<file path="config.mk">
export PLATFORM = sky130hd
export DESIGN_NAME = isp_hex_record_interpreter
export DESIGN_NICKNAME = d
export VERILOG_FILES = /design/src/isp_pkg.sv /design/src/isp_fifo.sv /design/src/isp_hex_record_interpreter.sv
export SDC_FILE = /design/constraint.sdc
export NUM_CORES = 1
export LEC_CHECK = 0
export ABC_CLOCK_PERIOD_IN_PS = 11550
export BUFFER_PORTS_ARGS = -buffer_cell sky130_fd_sc_hd__buf_4
export CAP_MARGIN = 10
export CORE_MARGIN = 1
export CORE_UTILIZATION = 40
export DETAILED_ROUTE_END_ITERATION = 10
export HOLD_SLACK_MARGIN = 0.1
export MAX_ROUTING_LAYER = met4
export PLACE_DENSITY = 0.59
export SYNTH_ARGS = -nofsm -noshare
export SYNTH_HDL_FRONTEND = slang
export SYNTH_HIERARCHICAL = 1
export SYNTH_SLANG_ARGS = --single-unit
</file>
<file path="constraint.sdc">
create_clock -name mclk -period 11.55 [get_ports mclk]
set_input_delay 2.8875 -clock mclk [delete_from_list [all_inputs] [get_ports mclk]]
set_output_delay 2.8875 -clock mclk [all_outputs]
set_load 0.01 [all_outputs]
</file>
<file path="src/isp_pkg.sv">
// constants shared by the hex-record programming interpreter
// assumes a single mclk domain at 20 MHz and no register bus
package isp_pkg;
   localparam int          CLK_HZ           = 20_000_000;
   localparam logic [7:0]  CH_COLON         = 8'h3A;
   localparam logic [7:0]  CH_U             = 8'h55;
   localparam logic [7:0]  CH_X             = 8'h58;
   localparam logic [7:0]  CH_Y             = 8'h59;
   localparam logic [7:0]  CH_Z             = 8'h5A;
   localparam logic [7:0]  CH_DOT           = 8'h2E;
   localparam logic [7:0]  CH_CR            = 8'h0D;
   localparam logic [7:0]  REC_LEN          = 8'h40;
   localparam int          DATA_BYTES       = 64;
   localparam logic [7:0]  T_PROG           = 8'h00;
   localparam logic [7:0]  T_EOF            = 8'h01;
   localparam logic [7:0]  T_WRITE          = 8'h03;
   localparam logic [7:0]  T_DISPLAY        = 8'h04;
   localparam logic [7:0]  T_READ           = 8'h05;
   localparam logic [7:0]  T_BAUD           = 8'h06;
   localparam logic [7:0]  F_ERASE          = 8'h07;
   localparam logic [7:0]  F_SSB            = 8'h05;
   localparam logic [7:0]  F_JUMP           = 8'h03;
   localparam logic [7:0]  F_RD_SSB         = 8'h07;
   localparam logic [7:0]  F_RD_VER         = 8'h0F;
   localparam logic [7:0]  D_DATA           = 8'h00;
   localparam logic [7:0]  D_BLANK          = 8'h01;
   localparam logic [7:0]  D_CODE_RAM           = 8'h03;
   localparam logic [7:0]  SSB_LEVEL0       = 8'hFF;
   localparam logic [7:0]  SSB_RESET        = 8'hFF;
   localparam int          BIT_TWI_BYPASS   = 7;
   localparam int          BIT_UART_BYPASS  = 6;
   localparam int          BIT_WR_LOCK      = 0;
   localparam int          BIT_RD_LOCK      = 1;
   localparam logic [7:0]  ERR_CODE         = 8'hAA;
   localparam logic [15:0] CRC_INIT         = 16'hFFFF;
   localparam logic [15:0] CRC_POLY         = 16'h8408;
   localparam logic [15:0] CRC_REF          = 16'hF0B8;
   localparam logic [15:0] LAST_ADDR        = 16'h3FFF;
   localparam logic [15:0] ADDR_MASK        = 16'h3FFF;
   localparam logic [15:0] BAUD_MIN         = 16'h0004;
   localparam logic [7:0]  LOADER_VERSION   = 8'h10; // arbitrary value
endpackage : isp_pkg

</file>
<file path="src/isp_fifo.sv">
// synchronous valid/ready fifo for the answer character stream
// assumes writer and reader share mclk
`timescale 1ns/10ps
module isp_fifo #(
   parameter int WIDTH = 8,
   parameter int DEPTH = 16
) (
   input  wire logic             mclk,    // system clock
   input  wire logic             rst_n,   // async reset, low
   input  wire logic [WIDTH-1:0] in_data, // write data
   input  wire logic             in_valid,// write request
   output logic                  in_ready,// not full
   output logic      [WIDTH-1:0] out_data,// head word
   output logic                  out_valid,// not empty
   input  wire logic             out_ready // head taken
);
   localparam int AW = $clog2(DEPTH);
   logic [WIDTH-1:0] mem [DEPTH];
   logic [AW-1:0]    wr_ptr;
   logic [AW-1:0]    rd_ptr;
   logic [AW:0]      count;
   logic             do_wr;
   logic             do_rd;

   // handshakes
   assign in_ready  = (count != (AW+1)'(DEPTH));
   assign out_valid = (count != '0);
   assign do_wr     = in_valid && in_ready;
   assign do_rd     = out_valid && out_ready;
   assign out_data  = mem[rd_ptr];

   // storage
   always_ff @(posedge mclk) begin
      if (do_wr) begin
         mem[wr_ptr] <= in_data;
      end
   end

   // pointers and occupancy
   always_ff @(posedge mclk or negedge rst_n) begin
      if (!rst_n) begin
         wr_ptr <= '0;
         rd_ptr <= '0;
         count  <= '0;
      end else begin
         if (do_wr) begin
            wr_ptr <= (wr_ptr == AW'(DEPTH-1)) ? '0 : wr_ptr + 1'b1;
         end
         if (do_rd) begin
            rd_ptr <= (rd_ptr == AW'(DEPTH-1)) ? '0 : rd_ptr + 1'b1;
         end
         count <= count + (AW+1)'(do_wr) - (AW+1)'(do_rd);
      end
   end
endmodule : isp_fifo

</file>
<file path="src/isp_hex_record_interpreter.sv">
// hex record programming interpreter with autobaud serial link
// assumes an external memory port with one-cycle write and read data
// What this block does
// security bit 7 low skips the two-wire ack test at boot.
// security bit 6 low skips the serial receive test at boot.
// low override pins cancel the two-wire and serial bypasses.
// security byte copied from security_config_byte_in while idle, value unchecked.
// 8 data bits, no parity, one stop bit.
// first character U sets the bit time.
// each record starts with a colon.
// length is 40h, data field 64 bytes.
// load offset is the 16-bit start of program data.
// each byte travels as two ASCII hex digits.
// bytes from length through checksum sum to zero.
// type 00h programs 64 bytes; 01h ends the file.
// type 03h erases, sets level one or two, or jumps.
// type 04h displays data or code RAM, or blank checks.
// type 05h reads security byte or loader version.
// type 06h baud loading is refused.
// checksum mismatch answers X.
// bad code RAM CRC drives error code and answers Z.
// bad image CRC blocks application start after any reset.
// 04h display and blank check refused at security level two.
// programming refused at security level one.
// host reprograms 0000h to 3FFFh with 64-byte records.
// FF allows all, FE blocks write, FC blocks both.
// within a 03h record the level only rises and full chip erase clears it; idle reloads it from security_config_byte_in.
// unknown record types are dropped with no side effects.
`timescale 1ns/10ps
module isp_hex_record_interpreter #(
   parameter int FIFO_DEPTH = 16
) (
   input  wire logic        mclk,            // system clock
   input  wire logic        rst_n,           // async reset, low
   input  wire logic        rxd,             // serial in (pin)
   output logic             txd,             // serial out
   input  wire logic        twi_bypass_override_pin,  // low cancels twi bypass
   input  wire logic        uart_bypass_override_pin, // low cancels uart bypass
   input  wire logic [7:0]  security_config_byte_in,  // stored byte at boot
   input  wire logic        image_crc_bad_in,// stored crc state at boot
   output logic             do_twi_test,     // boot runs ack test
   output logic             do_uart_test,    // boot runs rx test
   output logic             error_output_pin,// serial error code out
   output logic             app_start_allowed,// image may run
   output logic             mem_we,          // memory write strobe
   output logic             mem_re,          // memory read strobe
   output logic [15:0]      mem_addr,        // memory address
   output logic [7:0]       mem_wdata,       // memory write data
   input  wire logic [7:0]  mem_rdata,       // read data, next cycle
   output logic             chip_erase,      // erase pulse
   output logic             jump_valid,      // jump pulse
   output logic [15:0]      jump_addr,       // jump target
   output logic [7:0]       security_config_byte // current security byte
);
   typedef enum {S_BAUD_IDLE, S_BAUD_MEAS, S_RUN} baud_t;
   typedef enum {P_MARK, P_HI, P_LO, P_EXEC, P_RD, P_RD2, P_WAIT} parse_t;

   baud_t       baud_state;
   parse_t      pst;
   logic        rx_m, rx_s, rx_d;
   logic [15:0] bit_cnt;          // measured bit time in mclk
   logic [15:0] rx_tmr;
   logic [3:0]  rx_bit;
   logic [7:0]  rx_sh;
   logic        rx_busy, rx_done;
   logic [7:0]  rx_byte;
   logic [3:0]  hi_nib;
   logic [6:0]  byte_idx;         // 0 len,1-2 off,3 type,4-67 data,68 sum
   logic [7:0]  sum;
   logic [15:0] offset;
   logic [7:0]  rtype;
   logic [7:0]  data [isp_pkg::DATA_BYTES];
   logic [7:0]  fifo_in;
   logic        fifo_push, fifo_rdy, fifo_vld, fifo_pop;
   logic [7:0]  fifo_out;
   logic [15:0] tx_tmr;
   logic [3:0]  tx_bit;
   logic [9:0]  tx_sh;
   logic        tx_busy;
   logic [15:0] crc;
   logic [6:0]  wr_idx;
   logic [15:0] rd_addr, rd_end;
   logic [1:0]  rd_mode;
   logic        blank_ok;
   logic [7:0]  err_sh;
   logic [3:0]  err_bit;
   logic [15:0] err_tmr;
   logic        err_go;

   function automatic logic [3:0] hex_val(input logic [7:0] c);
      if (c >= 8'h30 && c <= 8'h39) return 4'(c - 8'h30);
      else if (c >= 8'h41 && c <= 8'h46) return 4'(c - 8'h37);
      else return 4'(c - 8'h57);
   endfunction : hex_val

   function automatic logic [7:0] hex_chr(input logic [3:0] n);
      return (n < 4'hA) ? 8'(n) + 8'h30 : 8'(n) + 8'h37;
   endfunction : hex_chr

   function automatic logic [15:0] crc_byte(input logic [15:0] w, input logic [7:0] b);
      logic [15:0] x;
      x = {8'h00, w[7:0] ^ b};
      for (int k = 0; k < 8; k++) begin
         x = x[0] ? ((x >> 1) ^ isp_pkg::CRC_POLY) : (x >> 1);
      end
      return x ^ (w >> 8);
   endfunction : crc_byte

   // boot bypass decisions
   assign do_twi_test  = security_config_byte[isp_pkg::BIT_TWI_BYPASS] || !twi_bypass_override_pin;
   assign do_uart_test = security_config_byte[isp_pkg::BIT_UART_BYPASS] || !uart_bypass_override_pin;

   // pin synchroniser
   always_ff @(posedge mclk or negedge rst_n) begin
      if (!rst_n) begin
         rx_m <= 1'b1;
         rx_s <= 1'b1;
         rx_d <= 1'b1;
      end else begin
         rx_m <= rxd;
         rx_s <= rx_m;
         rx_d <= rx_s;
      end
   end

   // autobaud: U start bit low time is one bit
   always_ff @(posedge mclk or negedge rst_n) begin
      if (!rst_n) begin
         baud_state <= S_BAUD_IDLE;
         bit_cnt    <= '0;
      end else begin
         case (baud_state)
            S_BAUD_IDLE: if (rx_d && !rx_s) begin
               bit_cnt    <= 16'h0001;
               baud_state <= S_BAUD_MEAS;
            end
            S_BAUD_MEAS: if (rx_s) begin
               baud_state <= (bit_cnt >= isp_pkg::BAUD_MIN) ? S_RUN : S_BAUD_IDLE;
            end else begin
               bit_cnt <= bit_cnt + 16'h0001;
            end
            default: ;
         endcase
      end
   end

   // receiver, 8N1, sampled mid bit
   always_ff @(posedge mclk or negedge rst_n) begin
      if (!rst_n) begin
         rx_busy <= 1'b0;
         rx_done <= 1'b0;
         rx_tmr  <= '0;
         rx_bit  <= '0;
         rx_sh   <= '0;
         rx_byte <= '0;
      end else begin
         rx_done <= 1'b0;
         if (!rx_busy) begin
            if (baud_state == S_RUN && rx_d && !rx_s) begin
               rx_busy <= 1'b1;
               rx_tmr  <= bit_cnt >> 1;
               rx_bit  <= '0;
            end
         end else if (rx_tmr != 16'h0000) begin
            rx_tmr <= rx_tmr - 16'h0001;
         end else begin
            rx_tmr <= bit_cnt - 16'h0001;
            rx_bit <= rx_bit + 4'h1;
            if (rx_bit == 4'd0 && rx_s) begin
               rx_busy <= 1'b0;          // false start
            end else if (rx_bit >= 4'd1 && rx_bit <= 4'd8) begin
               rx_sh <= {rx_s, rx_sh[7:1]};
            end else if (rx_bit == 4'd9) begin
               rx_busy <= 1'b0;
               rx_done <= rx_s;          // framing error drops char
               rx_byte <= rx_sh;
            end
         end
      end
   end

   // record parser and command executor
   always_ff @(posedge mclk or negedge rst_n) begin
      if (!rst_n) begin
         pst <= P_MARK;
         hi_nib <= '0;
         byte_idx <= '0;
         sum <= '0;
         offset <= '0;
         rtype <= '0;
         fifo_push <= 1'b0;
         fifo_in <= '0;
         mem_we <= 1'b0;
         mem_re <= 1'b0;
         mem_addr <= '0;
         mem_wdata <= '0;
         chip_erase <= 1'b0;
         jump_valid <= 1'b0;
         jump_addr <= '0;
         security_config_byte <= isp_pkg::SSB_RESET;
         crc <= isp_pkg::CRC_INIT;
         wr_idx <= '0;
         rd_addr <= '0;
         rd_end <= '0;
         rd_mode <= '0;
         blank_ok <= 1'b1;
         app_start_allowed <= 1'b0;
         err_go <= 1'b0;
      end else begin
         mem_we     <= 1'b0;
         mem_re     <= 1'b0;
         chip_erase <= 1'b0;
         jump_valid <= 1'b0;
         fifo_push  <= 1'b0;
         err_go     <= 1'b0;
         if (fifo_push && !fifo_rdy) begin
            fifo_push <= 1'b1;             // hold until accepted
         end else begin
         case (pst)
            P_MARK: begin
               security_config_byte <= security_config_byte_in;
               app_start_allowed    <= !image_crc_bad_in;
               if (rx_done && rx_byte == isp_pkg::CH_COLON) begin
                  pst      <= P_HI;
                  byte_idx <= '0;
                  sum      <= '0;
               end
            end
            P_HI: if (rx_done) begin
               hi_nib <= hex_val(rx_byte);
               pst    <= P_LO;
            end
            P_LO: if (rx_done) begin
               sum <= sum + {hi_nib, hex_val(rx_byte)};
               if (byte_idx == 7'd1) offset[15:8] <= {hi_nib, hex_val(rx_byte)};
               if (byte_idx == 7'd2) offset[7:0] <= {hi_nib, hex_val(rx_byte)};
               if (byte_idx == 7'd3) rtype <= {hi_nib, hex_val(rx_byte)};
               if (byte_idx >= 7'd4 && byte_idx < 7'd68) data[6'(byte_idx - 7'd4)] <= {hi_nib, hex_val(rx_byte)};
               byte_idx <= byte_idx + 7'd1;
               pst      <= (byte_idx == 7'd68) ? P_EXEC : P_HI;
               wr_idx   <= '0;
            end
            P_EXEC: begin
               pst <= P_WAIT;
               if (sum != 8'h00) begin
                  fifo_in   <= isp_pkg::CH_X;
                  fifo_push <= 1'b1;
               end else if (rtype == isp_pkg::T_PROG) begin
                  if (security_config_byte[isp_pkg::BIT_WR_LOCK] == 1'b0) begin
                     pst <= P_MARK;
                  end else begin
                     pst       <= P_RD;
                  end
               end else if (rtype == isp_pkg::T_EOF) begin
                  pst <= P_MARK;
               end else if (rtype == isp_pkg::T_WRITE) begin
                  if (data[0] == isp_pkg::F_ERASE) begin
                     chip_erase           <= 1'b1;
                     security_config_byte <= isp_pkg::SSB_LEVEL0;
                     crc                  <= isp_pkg::CRC_INIT;
                  end else if (data[0] == isp_pkg::F_SSB && data[1] == 8'h00 && security_config_byte[isp_pkg::BIT_RD_LOCK]) begin
                     security_config_byte[isp_pkg::BIT_WR_LOCK] <= 1'b0;
                  end else if (data[0] == isp_pkg::F_SSB && data[1] == 8'h01) begin
                     security_config_byte[1:0] <= 2'b00;
                  end else if (data[0] == isp_pkg::F_JUMP) begin
                     jump_addr  <= {data[2], data[3]};
                     jump_valid <= app_start_allowed;
                  end
               end else if (rtype == isp_pkg::T_DISPLAY) begin
                  if (security_config_byte[isp_pkg::BIT_RD_LOCK] == 1'b0) begin
                     pst <= P_MARK;
                  end else begin
                     rd_addr  <= {data[0], data[1]};
                     rd_end   <= {data[2], data[3]};
                     rd_mode  <= data[4][1:0];
                     blank_ok <= 1'b1;
                     pst      <= P_RD2;
                  end
               end else if (rtype == isp_pkg::T_READ) begin
                  fifo_in   <= (data[0] == isp_pkg::F_RD_VER) ? isp_pkg::LOADER_VERSION : security_config_byte;
                  fifo_push <= (data[0] == isp_pkg::F_RD_VER || data[0] == isp_pkg::F_RD_SSB);
               end else begin
                  pst <= P_MARK;
               end
            end
            P_RD: begin
               // program: one byte per cycle, crc kept over the image
               mem_we    <= 1'b1;
               mem_addr  <= (offset + 16'(wr_idx)) & isp_pkg::ADDR_MASK;
               mem_wdata <= data[6'(wr_idx)];
               crc       <= crc_byte(crc, data[6'(wr_idx)]);
               wr_idx    <= wr_idx + 7'd1;
               if (wr_idx == 7'(isp_pkg::DATA_BYTES - 1)) begin
                  pst <= P_WAIT;
                  if (((offset + 16'(wr_idx)) & isp_pkg::ADDR_MASK) == isp_pkg::LAST_ADDR) begin
                     if (crc_byte(crc, data[6'(wr_idx)]) == isp_pkg::CRC_REF) begin
                        fifo_in <= isp_pkg::CH_Y;
                     end else begin
                        fifo_in           <= isp_pkg::CH_Z;
                        err_go            <= 1'b1;
                        app_start_allowed <= 1'b0;
                     end
                     fifo_push <= 1'b1;
                     crc       <= isp_pkg::CRC_INIT;
                  end else begin
                     fifo_in   <= isp_pkg::CH_DOT;
                     fifo_push <= 1'b1;
                  end
               end
            end
            P_RD2: begin
               // display: request, emit high hex char of prior data, at rd_end the low char in its place
               mem_re   <= 1'b1;
               mem_addr <= rd_addr;
               if (mem_re) begin
                  if (rd_mode == isp_pkg::D_BLANK[1:0]) begin
                     blank_ok <= blank_ok && (mem_rdata == 8'hFF);
                  end else begin
                     fifo_in   <= hex_chr(mem_rdata[7:4]);
                     fifo_push <= 1'b1;
                  end
                  mem_re <= 1'b0;
                  if (mem_addr == rd_end) begin
                     pst       <= P_WAIT;
                     fifo_in   <= (rd_mode == isp_pkg::D_BLANK[1:0]) ? (blank_ok && mem_rdata == 8'hFF ? isp_pkg::CH_Y : isp_pkg::CH_X) : hex_chr(mem_rdata[3:0]);
                     fifo_push <= 1'b1;
                  end else begin
                     rd_addr <= rd_addr + 16'h0001;
                  end
               end
            end
            default: begin
               fifo_in   <= isp_pkg::CH_CR;
               fifo_push <= 1'b1;
               pst       <= P_MARK;
            end
         endcase
         end
      end
   end

   // answer queue
   isp_fifo #(.WIDTH(8), .DEPTH(FIFO_DEPTH)) u_fifo (
      .mclk      (mclk),
      .rst_n     (rst_n),
      .in_data   (fifo_in),
      .in_valid  (fifo_push),
      .in_ready  (fifo_rdy),
      .out_data  (fifo_out),
      .out_valid (fifo_vld),
      .out_ready (fifo_pop)
   );
   assign fifo_pop = fifo_vld && !tx_busy && (baud_state == S_RUN);

   // transmitter 8N1 at measured rate
   always_ff @(posedge mclk or negedge rst_n) begin
      if (!rst_n) begin
         tx_busy <= 1'b0;
         tx_sh   <= '1;
         tx_tmr  <= '0;
         tx_bit  <= '0;
         txd     <= 1'b1;
      end else if (!tx_busy) begin
         txd <= 1'b1;
         if (fifo_pop) begin
            tx_busy <= 1'b1;
            tx_sh   <= {1'b1, fifo_out, 1'b0};
            tx_tmr  <= '0;
            tx_bit  <= '0;
         end
      end else if (tx_tmr != 16'h0000) begin
         tx_tmr <= tx_tmr - 16'h0001;
      end else if (tx_bit == 4'd10) begin
         tx_busy <= 1'b0;
      end else begin
         txd    <= tx_sh[0];
         tx_sh  <= {1'b1, tx_sh[9:1]};
         tx_bit <= tx_bit + 4'h1;
         tx_tmr <= bit_cnt - 16'h0001;
      end
   end

   // error code shifter on error pin, idle high
   always_ff @(posedge mclk or negedge rst_n) begin
      if (!rst_n) begin
         err_sh           <= '0;
         err_bit          <= '0;
         err_tmr          <= '0;
         error_output_pin <= 1'b1;
      end else if (err_go) begin
         err_sh  <= isp_pkg::ERR_CODE;
         err_bit <= 4'd8;
         err_tmr <= '0;
      end else if (err_bit != 4'd0) begin
         if (err_tmr != 16'h0000) begin
            err_tmr <= err_tmr - 16'h0001;
         end else begin
            error_output_pin <= err_sh[0];
            err_sh           <= err_sh >> 1;
            err_bit          <= err_bit - 4'd1;
            err_tmr          <= bit_cnt;
         end
      end else if (err_tmr != 16'h0000) begin
         err_tmr <= err_tmr - 16'h0001;
      end else begin
         error_output_pin <= 1'b1;
      end
   end
endmodule : isp_hex_record_interpreter

</file>
# After elaboration in Yosys (flattened, before gate mapping)
# Memories as Yosys holds them, arrays and structs flattened. A register that Yosys moved wholly into a read port is not among the register bits.
# Index checks and enable logic that the tools add are counted.
# Widths: inputs -> output; s select.
[totals]
reg_bits = 355
ram_bits = 640
word_cells = 464
n_memories = 2
in_bits = 22
[classes]
magnitude_cmp = 11
n_mux = 204
bitwise = 24
eq_ne = 67
reduce_logical = 82
addsub = 25
[mem_list]
columns = ["memory", "words", "word_bits", "read_ports", "rd_ports_with_merged_regs", "write_ports", "line_no", "rtl"]
rows = [
  ["data", 64, 8, 6, 1, 1, "isp_hex_record_interpreter.sv:72", "logic [7:0] data [isp_pkg::DATA_BYTES];"],
  ["u_fifo.mem", 16, 8, 1, 0, 1, "isp_fifo.sv:18", "logic [WIDTH-1:0] mem [DEPTH];"],
]
[ops]
columns = ["cell", "count"]
rows = [
  ["$mux 16", 36],
  ["$mux 32", 13],
  ["$pmux 32 s6", 1],
  ["$mux 8", 21],
  ["$pmux 16 s2", 4],
  ["$eq 32x3->1 const B", 3],
  ["$mux 4", 21],
  ["$mux 1", 80],
  ["$eq 32x1->1 const B", 2],
  ["$eq 32x2->1 const B", 2],
  ["$logic_not 32->1", 2],
  ["$pmux 32 s2", 1],
  ["$sub 16x1->16 const B", 4],
  ["$ne 2x2->1 const B", 25],
  ["$reduce_bool 16->1", 3],
  ["$mux 7", 6],
  ["$mux 10", 4],
  ["$reduce_and 10->1", 4],
  ["$add 16x1->16 const B", 2],
  ["$eq 8x3->1 const B", 4],
  ["$pmux 8 s2", 2],
  ["$pmux 8 s4", 1],
  ["$add 4x6->7 const B", 4],
  ["$pmux 7 s2", 2],
  ["other kinds (63)", 166],
]

# Longest topological paths before layout
# An unclocked memory read counts as a cell.
[depth]
depth_word = 25
mapped_depth = 16
ltp_nobuf = 16

# Cells and area by module
# The synthesis kept the hierarchy.
[modules_own_cells]
columns = ["mod", "seq_area_each_um2", "area_each_um2", "cells_per_inst", "n_inst"]
rows = [
  ["isp_hex_record_interpreter", 22530.4, 35796.8, 2701, 1],
  ["isp_fifo", 4169.0, 5895.7, 325, 1],
]

# Worst setup path before layout
# Ideal clock, no wire load.
[synth_timing]
path_kind = "input to output"
from = "input port twi_bypass_override_pin"
to = "output port do_twi_test"
path_slack_ps = 5681
stages = 1
n_path_buf = 0
t_arrival_ps = 2982
t_required_ps = 8663
cell_sequence = "nand2b_1"
[synth_between]
elab_chain_cells = 2
[synth_lines]
columns = ["element", "line_no", "rtl"]
rows = [
  ["start, declared", "isp_hex_record_interpreter.sv:37", "input wire logic twi_bypass_override_pin,"],
  ["$logic_not 1->1", "isp_hex_record_interpreter.sv:110", "assign do_twi_test = security_config_byte[isp_pkg::BIT_TWI_BYPASS] || !twi_bypass_override_pin;"],
  ["$logic_or 1x1->1", "isp_hex_record_interpreter.sv:110", ""],
  ["end, declared", "isp_hex_record_interpreter.sv:41", "output logic do_twi_test,"],
]
# No other way between the ends.

# Worst setup path after layout
[layout_timing]
from = "input port uart_bypass_override_pin"
to = "output port do_uart_test"
[layout_between]
elab_chain_cells = 2
[layout_lines]
columns = ["element", "line_no", "rtl"]
rows = [
  ["start, declared", "isp_hex_record_interpreter.sv:38", "input wire logic uart_bypass_override_pin,"],
  ["$logic_not 1->1", "isp_hex_record_interpreter.sv:111", "assign do_uart_test = security_config_byte[isp_pkg::BIT_UART_BYPASS] || !uart_bypass_override_pin;"],
  ["$logic_or 1x1->1", "isp_hex_record_interpreter.sv:111", ""],
  ["end, declared", "isp_hex_record_interpreter.sv:42", "output logic do_uart_test,"],
]
# No other way between the ends.

==> summary.md <==
### Global route
* 0 — initial antenna violation count
* 20.8% — Global Route Usage Sum
* 111 — maximum number of pins on one net before global-route repair
* 0 — aggregate global routing overflow
* 162,000 µm — first-pass GRT wire length
* 24.9k — via count of the first global-routing pass

### Die
* 325 µm — overall die width
* 325 µm — die height
* 118 — number of rows in the core area
* 106,000 µm² — floorplan die area
* 79 — I/O pin count
* 103,000 µm² — core region area
* 40.3% — initial core utilization

### Critical path
* sky130_fd_sc_hd__buf_4 — Slowest-stage cell, CP
* 0.12 ns — max incr delay on CP
* 10 — count of cells along the worst register-to-register path
* 2 — Crit path buffers/inverters
* 8.66 ns — required time at the worst-slack endpoint
* buf_4 -> nand2b_1 -> buf_4 — crit-path cells
* 1 — biggest fanout along the worst timing path
* buffers and inverters — kind of cell adding the most delay to the critical path
* 6.63 ns — slack of the worst reg-to-reg path
* primary input to output pin — Setup Crit Path Kind
* primary input — startpoint types
* wr_idx[2] — FF-to-FF Start
* output pin — crit end category
* sky130_fd_sc_hd__buf_4 — cell mode on critical path
* fifo_in[1] — capturing point of the worst reg2reg path
* 3.17 ns — Worst EP arrival

### Detailed routing
* 107,000 µm — post-detailed-routing wire length
* 5.57 — average vias per placed instance
* 0 — # DRC
* 0 — post-detailed-route count of antenna-violating nets
* 23.4 µm — Routed WL per cell
* 6 — number of detailed-route iterations in the first pass
* 2,546 — number of DRC markers in iteration 0
* 25.3k — total via count in the routed design

### Clock tree
* 0.06 ns — clock slew at the register clock pins of the worst setup and hold paths
* 0 — cts repair resizes
* done — TritonCTS clock tree
* 3 — H-tree depth reported by CTS
* 0 — count of buffers added by post-CTS timing repair for setup
* 937 — number of sinks driven by the clock tree
* 3 — clock tree buffer depth
* 97 — Inserted Clock Buffers
* sky130_fd_sc_hd__clkbuf_16 — cell at the root of the clock tree
* 0 — # hold bufs at CTS
* 0.68 ns — clock insertion delay at the later pin of the skew report

### Layout
* 12.3% — area overhead of the layout relative to synthesis
* 4,550 — post-route insts no fill
* sky130_fd_sc_hd__edfxtp_1, sky130_fd_sc_hd__dfrtp_1, sky130_fd_sc_hd__nor2_1, sky130_fd_sc_hd__nand2_1, sky130_fd_sc_hd__mux2i_1 — commonest cells after routing, fill and taps aside
* 9,159 — Filler Cells Inserted
* 45.2% — Final Util
* 46,800 µm² — final design instance area without fill
* 3,171 — number of nets at the end of the flow
* 16.2% — proportion of layout cells with a drive suffix above 1
* sky130_fd_sc_hd__edfxtp_1 — most common library cell in the layout ignoring fill and taps

### Place
* 68,900 µm — hpwl dp
* 43,600 µm² — Post-Place Cell Area
* 78 — Port Buffers
* 5.48 ns — Post-Place Worst Slack
* 4,367 — Cell Count Post-Placement
* 0.862 — weighted congestion reported at the end of routability-driven placement

### STA
* no — setup repair after global routing missed its margin
* 1.14 ns — slew at the pin closest to its max-slew limit
* 0 — final-report hold violation count
* 0 ns — final-layout setup total negative slack
* 24.2% — worst slew margin relative to its limit
* 5.49 ns — final setup margin
* 0 — final number of max-transition violations
* 52.5% — fin crit share
* 0.165 GHz — highest achievable clock rate
* 0.356 ns — final-layout worst hold slack
* 6.06 ns — final critical path time including I/O delays and setup
* 0 — number of setup violations in the final report
* 0.0384 ns — worst setup skew after layout

### Worst hold path
* flop to flop — class of the most critical hold timing path
* 0 — WHS Path Cells
* rx_m — hold path start
* rx_s — Min-Delay Endpoint

### Power
* 128 µV — Worst IR Drop VDD
* 153 nW/µm² — power density normalized to cell area
* 17.5 nW — standby leakage power
* 7.16 mW — total power consumption of the routed design

### Yosys
* 6 — Synthesis Warnings
* sky130_fd_sc_hd__edfxtp_1 — flip-flop cell with the highest count after synthesis
* 13.8 µm² — Post-Syn Area per Cell
* 31.7% — fraction of registers with async set/reset
* 3,111 — net count after synthesis
* 64.0% — Seq/Total Area, Yosys
* 41,700 µm² — post-synthesis instance area
* 91 — post-synthesis cell type count
* 3,026 — post-synthesis cell count
* 937 — Synth Register Bits
* 640 — number of enable-type register cells in the synthesized netlist

### Outcome
* completed — status

### Run
* 0 — max cap viols

-- Yosys cell counts (9+ instances only) --
| cell type | instances | area share [%] |
|---|---|---|
| sky130_fd_sc_hd__nor3b_1 | 12 | 0.22 |
| sky130_fd_sc_hd__clkbuf_1 | 102 | 0.92 |
| sky130_fd_sc_hd__nor4_1 | 29 | 0.44 |
| sky130_fd_sc_hd__nand2_1 | 231 | 2.1 |
| sky130_fd_sc_hd__a31oi_1 | 12 | 0.18 |
| sky130_fd_sc_hd__a22oi_1 | 60 | 1.1 |
| sky130_fd_sc_hd__mux2_2 | 65 | 1.8 |
| sky130_fd_sc_hd__dfrtp_1 | 258 | 15 |
| sky130_fd_sc_hd__xor2_1 | 72 | 1.5 |
| sky130_fd_sc_hd__nand3_1 | 81 | 0.97 |
| sky130_fd_sc_hd__mux2i_1 | 195 | 4.7 |
| sky130_fd_sc_hd__buf_6 | 21 | 0.57 |
| sky130_fd_sc_hd__o22a_1 | 17 | 0.36 |
| sky130_fd_sc_hd__nand3b_1 | 11 | 0.20 |
| sky130_fd_sc_hd__buf_2 | 20 | 0.24 |
| sky130_fd_sc_hd__inv_1 | 61 | 0.55 |
| sky130_fd_sc_hd__ha_1 | 60 | 1.8 |
| sky130_fd_sc_hd__or3_1 | 10 | 0.15 |
| sky130_fd_sc_hd__mux4_2 | 84 | 4.5 |
| sky130_fd_sc_hd__a211oi_1 | 23 | 0.41 |
| sky130_fd_sc_hd__edfxtp_1 | 640 | 46 |
| sky130_fd_sc_hd__nor3_1 | 42 | 0.50 |
| sky130_fd_sc_hd__a22o_1 | 11 | 0.23 |
| sky130_fd_sc_hd__a21o_1 | 14 | 0.25 |
| sky130_fd_sc_hd__buf_4 | 10 | 0.18 |
| sky130_fd_sc_hd__nor2b_1 | 17 | 0.26 |
| sky130_fd_sc_hd__and2_1 | 13 | 0.20 |
| sky130_fd_sc_hd__a21oi_1 | 106 | 1.3 |
| sky130_fd_sc_hd__a221oi_2 | 9 | 0.32 |
| sky130_fd_sc_hd__o21ai_0 | 154 | 1.8 |
| sky130_fd_sc_hd__xnor2_1 | 63 | 1.3 |
| sky130_fd_sc_hd__a221oi_1 | 18 | 0.38 |
| sky130_fd_sc_hd__o22ai_1 | 16 | 0.24 |
| sky130_fd_sc_hd__and3_1 | 26 | 0.39 |
| sky130_fd_sc_hd__nor2_1 | 242 | 2.2 |
| sky130_fd_sc_hd__dfstp_2 | 39 | 2.5 |
| sky130_fd_sc_hd__o211ai_1 | 15 | 0.27 |
| sky130_fd_sc_hd__nand2b_1 | 13 | 0.20 |
| sky130_fd_sc_hd__nand4_1 | 29 | 0.44 |
-- state kept, by name, summed over array words and instances, names as in the netlist, 9 cells and up --
register,cells
tx_sh,9
tx_tmr,16
u_fifo/mem,128
jump_addr,16
bit_cnt,16
rx_tmr,16
data,512
crc,16
err_tmr,16
rd_addr,16
mem_addr,16
rd_end,16
offset,14
-- metal layers --
layer	vias up	routed length, µm	share of wire [%]	GRT usage, %
met1	12900	47800	45	28.6
met4	0	2380	2.2	5.16
met2	717	51000	48	32.7
met3	168	5390	5.1	2.70
li1	11600	-	-	-
met5	-	0	0	-
-- worst register-to-register path: cells and delay by family, from the launching register on --
kind / cells / cell delay [ns]
compound gates: 2 / 0.46
xor+xnor: 2 / 0.64
simple gates: 5 / 2.31
flops: 1 / 0.77
buf+inv: 1 / 0.61
-- logic make-up (layout without fill, tap and decap cells) --
kind of cell | Yosys count | count (layout) | synth area share (%)
DFF | 937 | 937 | 64.0
and+or+nand+nor | 800 | 800 | 9.24
AOI/OAI and AO/OA | 519 | 519 | 8.16
muxes | 345 | 345 | 11.0
buffers and inverters | 224 | 367 | 2.63
xor gates and xnor gates | 138 | 138 | 2.97
adders and majority gates | 63 | 63 | 1.94
other | 0 | 1 | 0
-- worst max-delay path by stage --
stage,from,endpoint,cells past startpoint
2_1_floorplan,twi_bypass_override_pin,do_twi_test,1
3_3_place_gp,uart_bypass_override_pin,do_uart_test,3
3_5_place_dp,twi_bypass_override_pin,do_twi_test,3
4_1_cts,twi_bypass_override_pin,do_twi_test,3
5_1_grt,twi_bypass_override_pin,do_twi_test,3
6_report,uart_bypass_override_pin,do_uart_test,3
-- where the power goes --
part | internal, mW | leakage, nW | switching [mW]
Clock | 1.85 | 1.61 | 1.35
Combinational | 0.124 | 5.45 | 0.187
Sequential | 3.60 | 10.4 | 0.0627
-- cell type report --
type | count | area, µm² | area share [%]
clock buffers | 117 | 2570 | 5.50
well taps | 1380 | 1730 | 3.69
multi-input cells | 1865 | 13900 | 29.8
inverters | 62 | 235 | 0.502
diodes | 1 | 2.50 | 0.00535
clock inverters | 65 | 683 | 1.46
flip-flops and latches | 937 | 26700 | 57.1
repair buffers | 123 | 943 | 2.02
No activity file was read; power rests on OpenSTA's default activity.
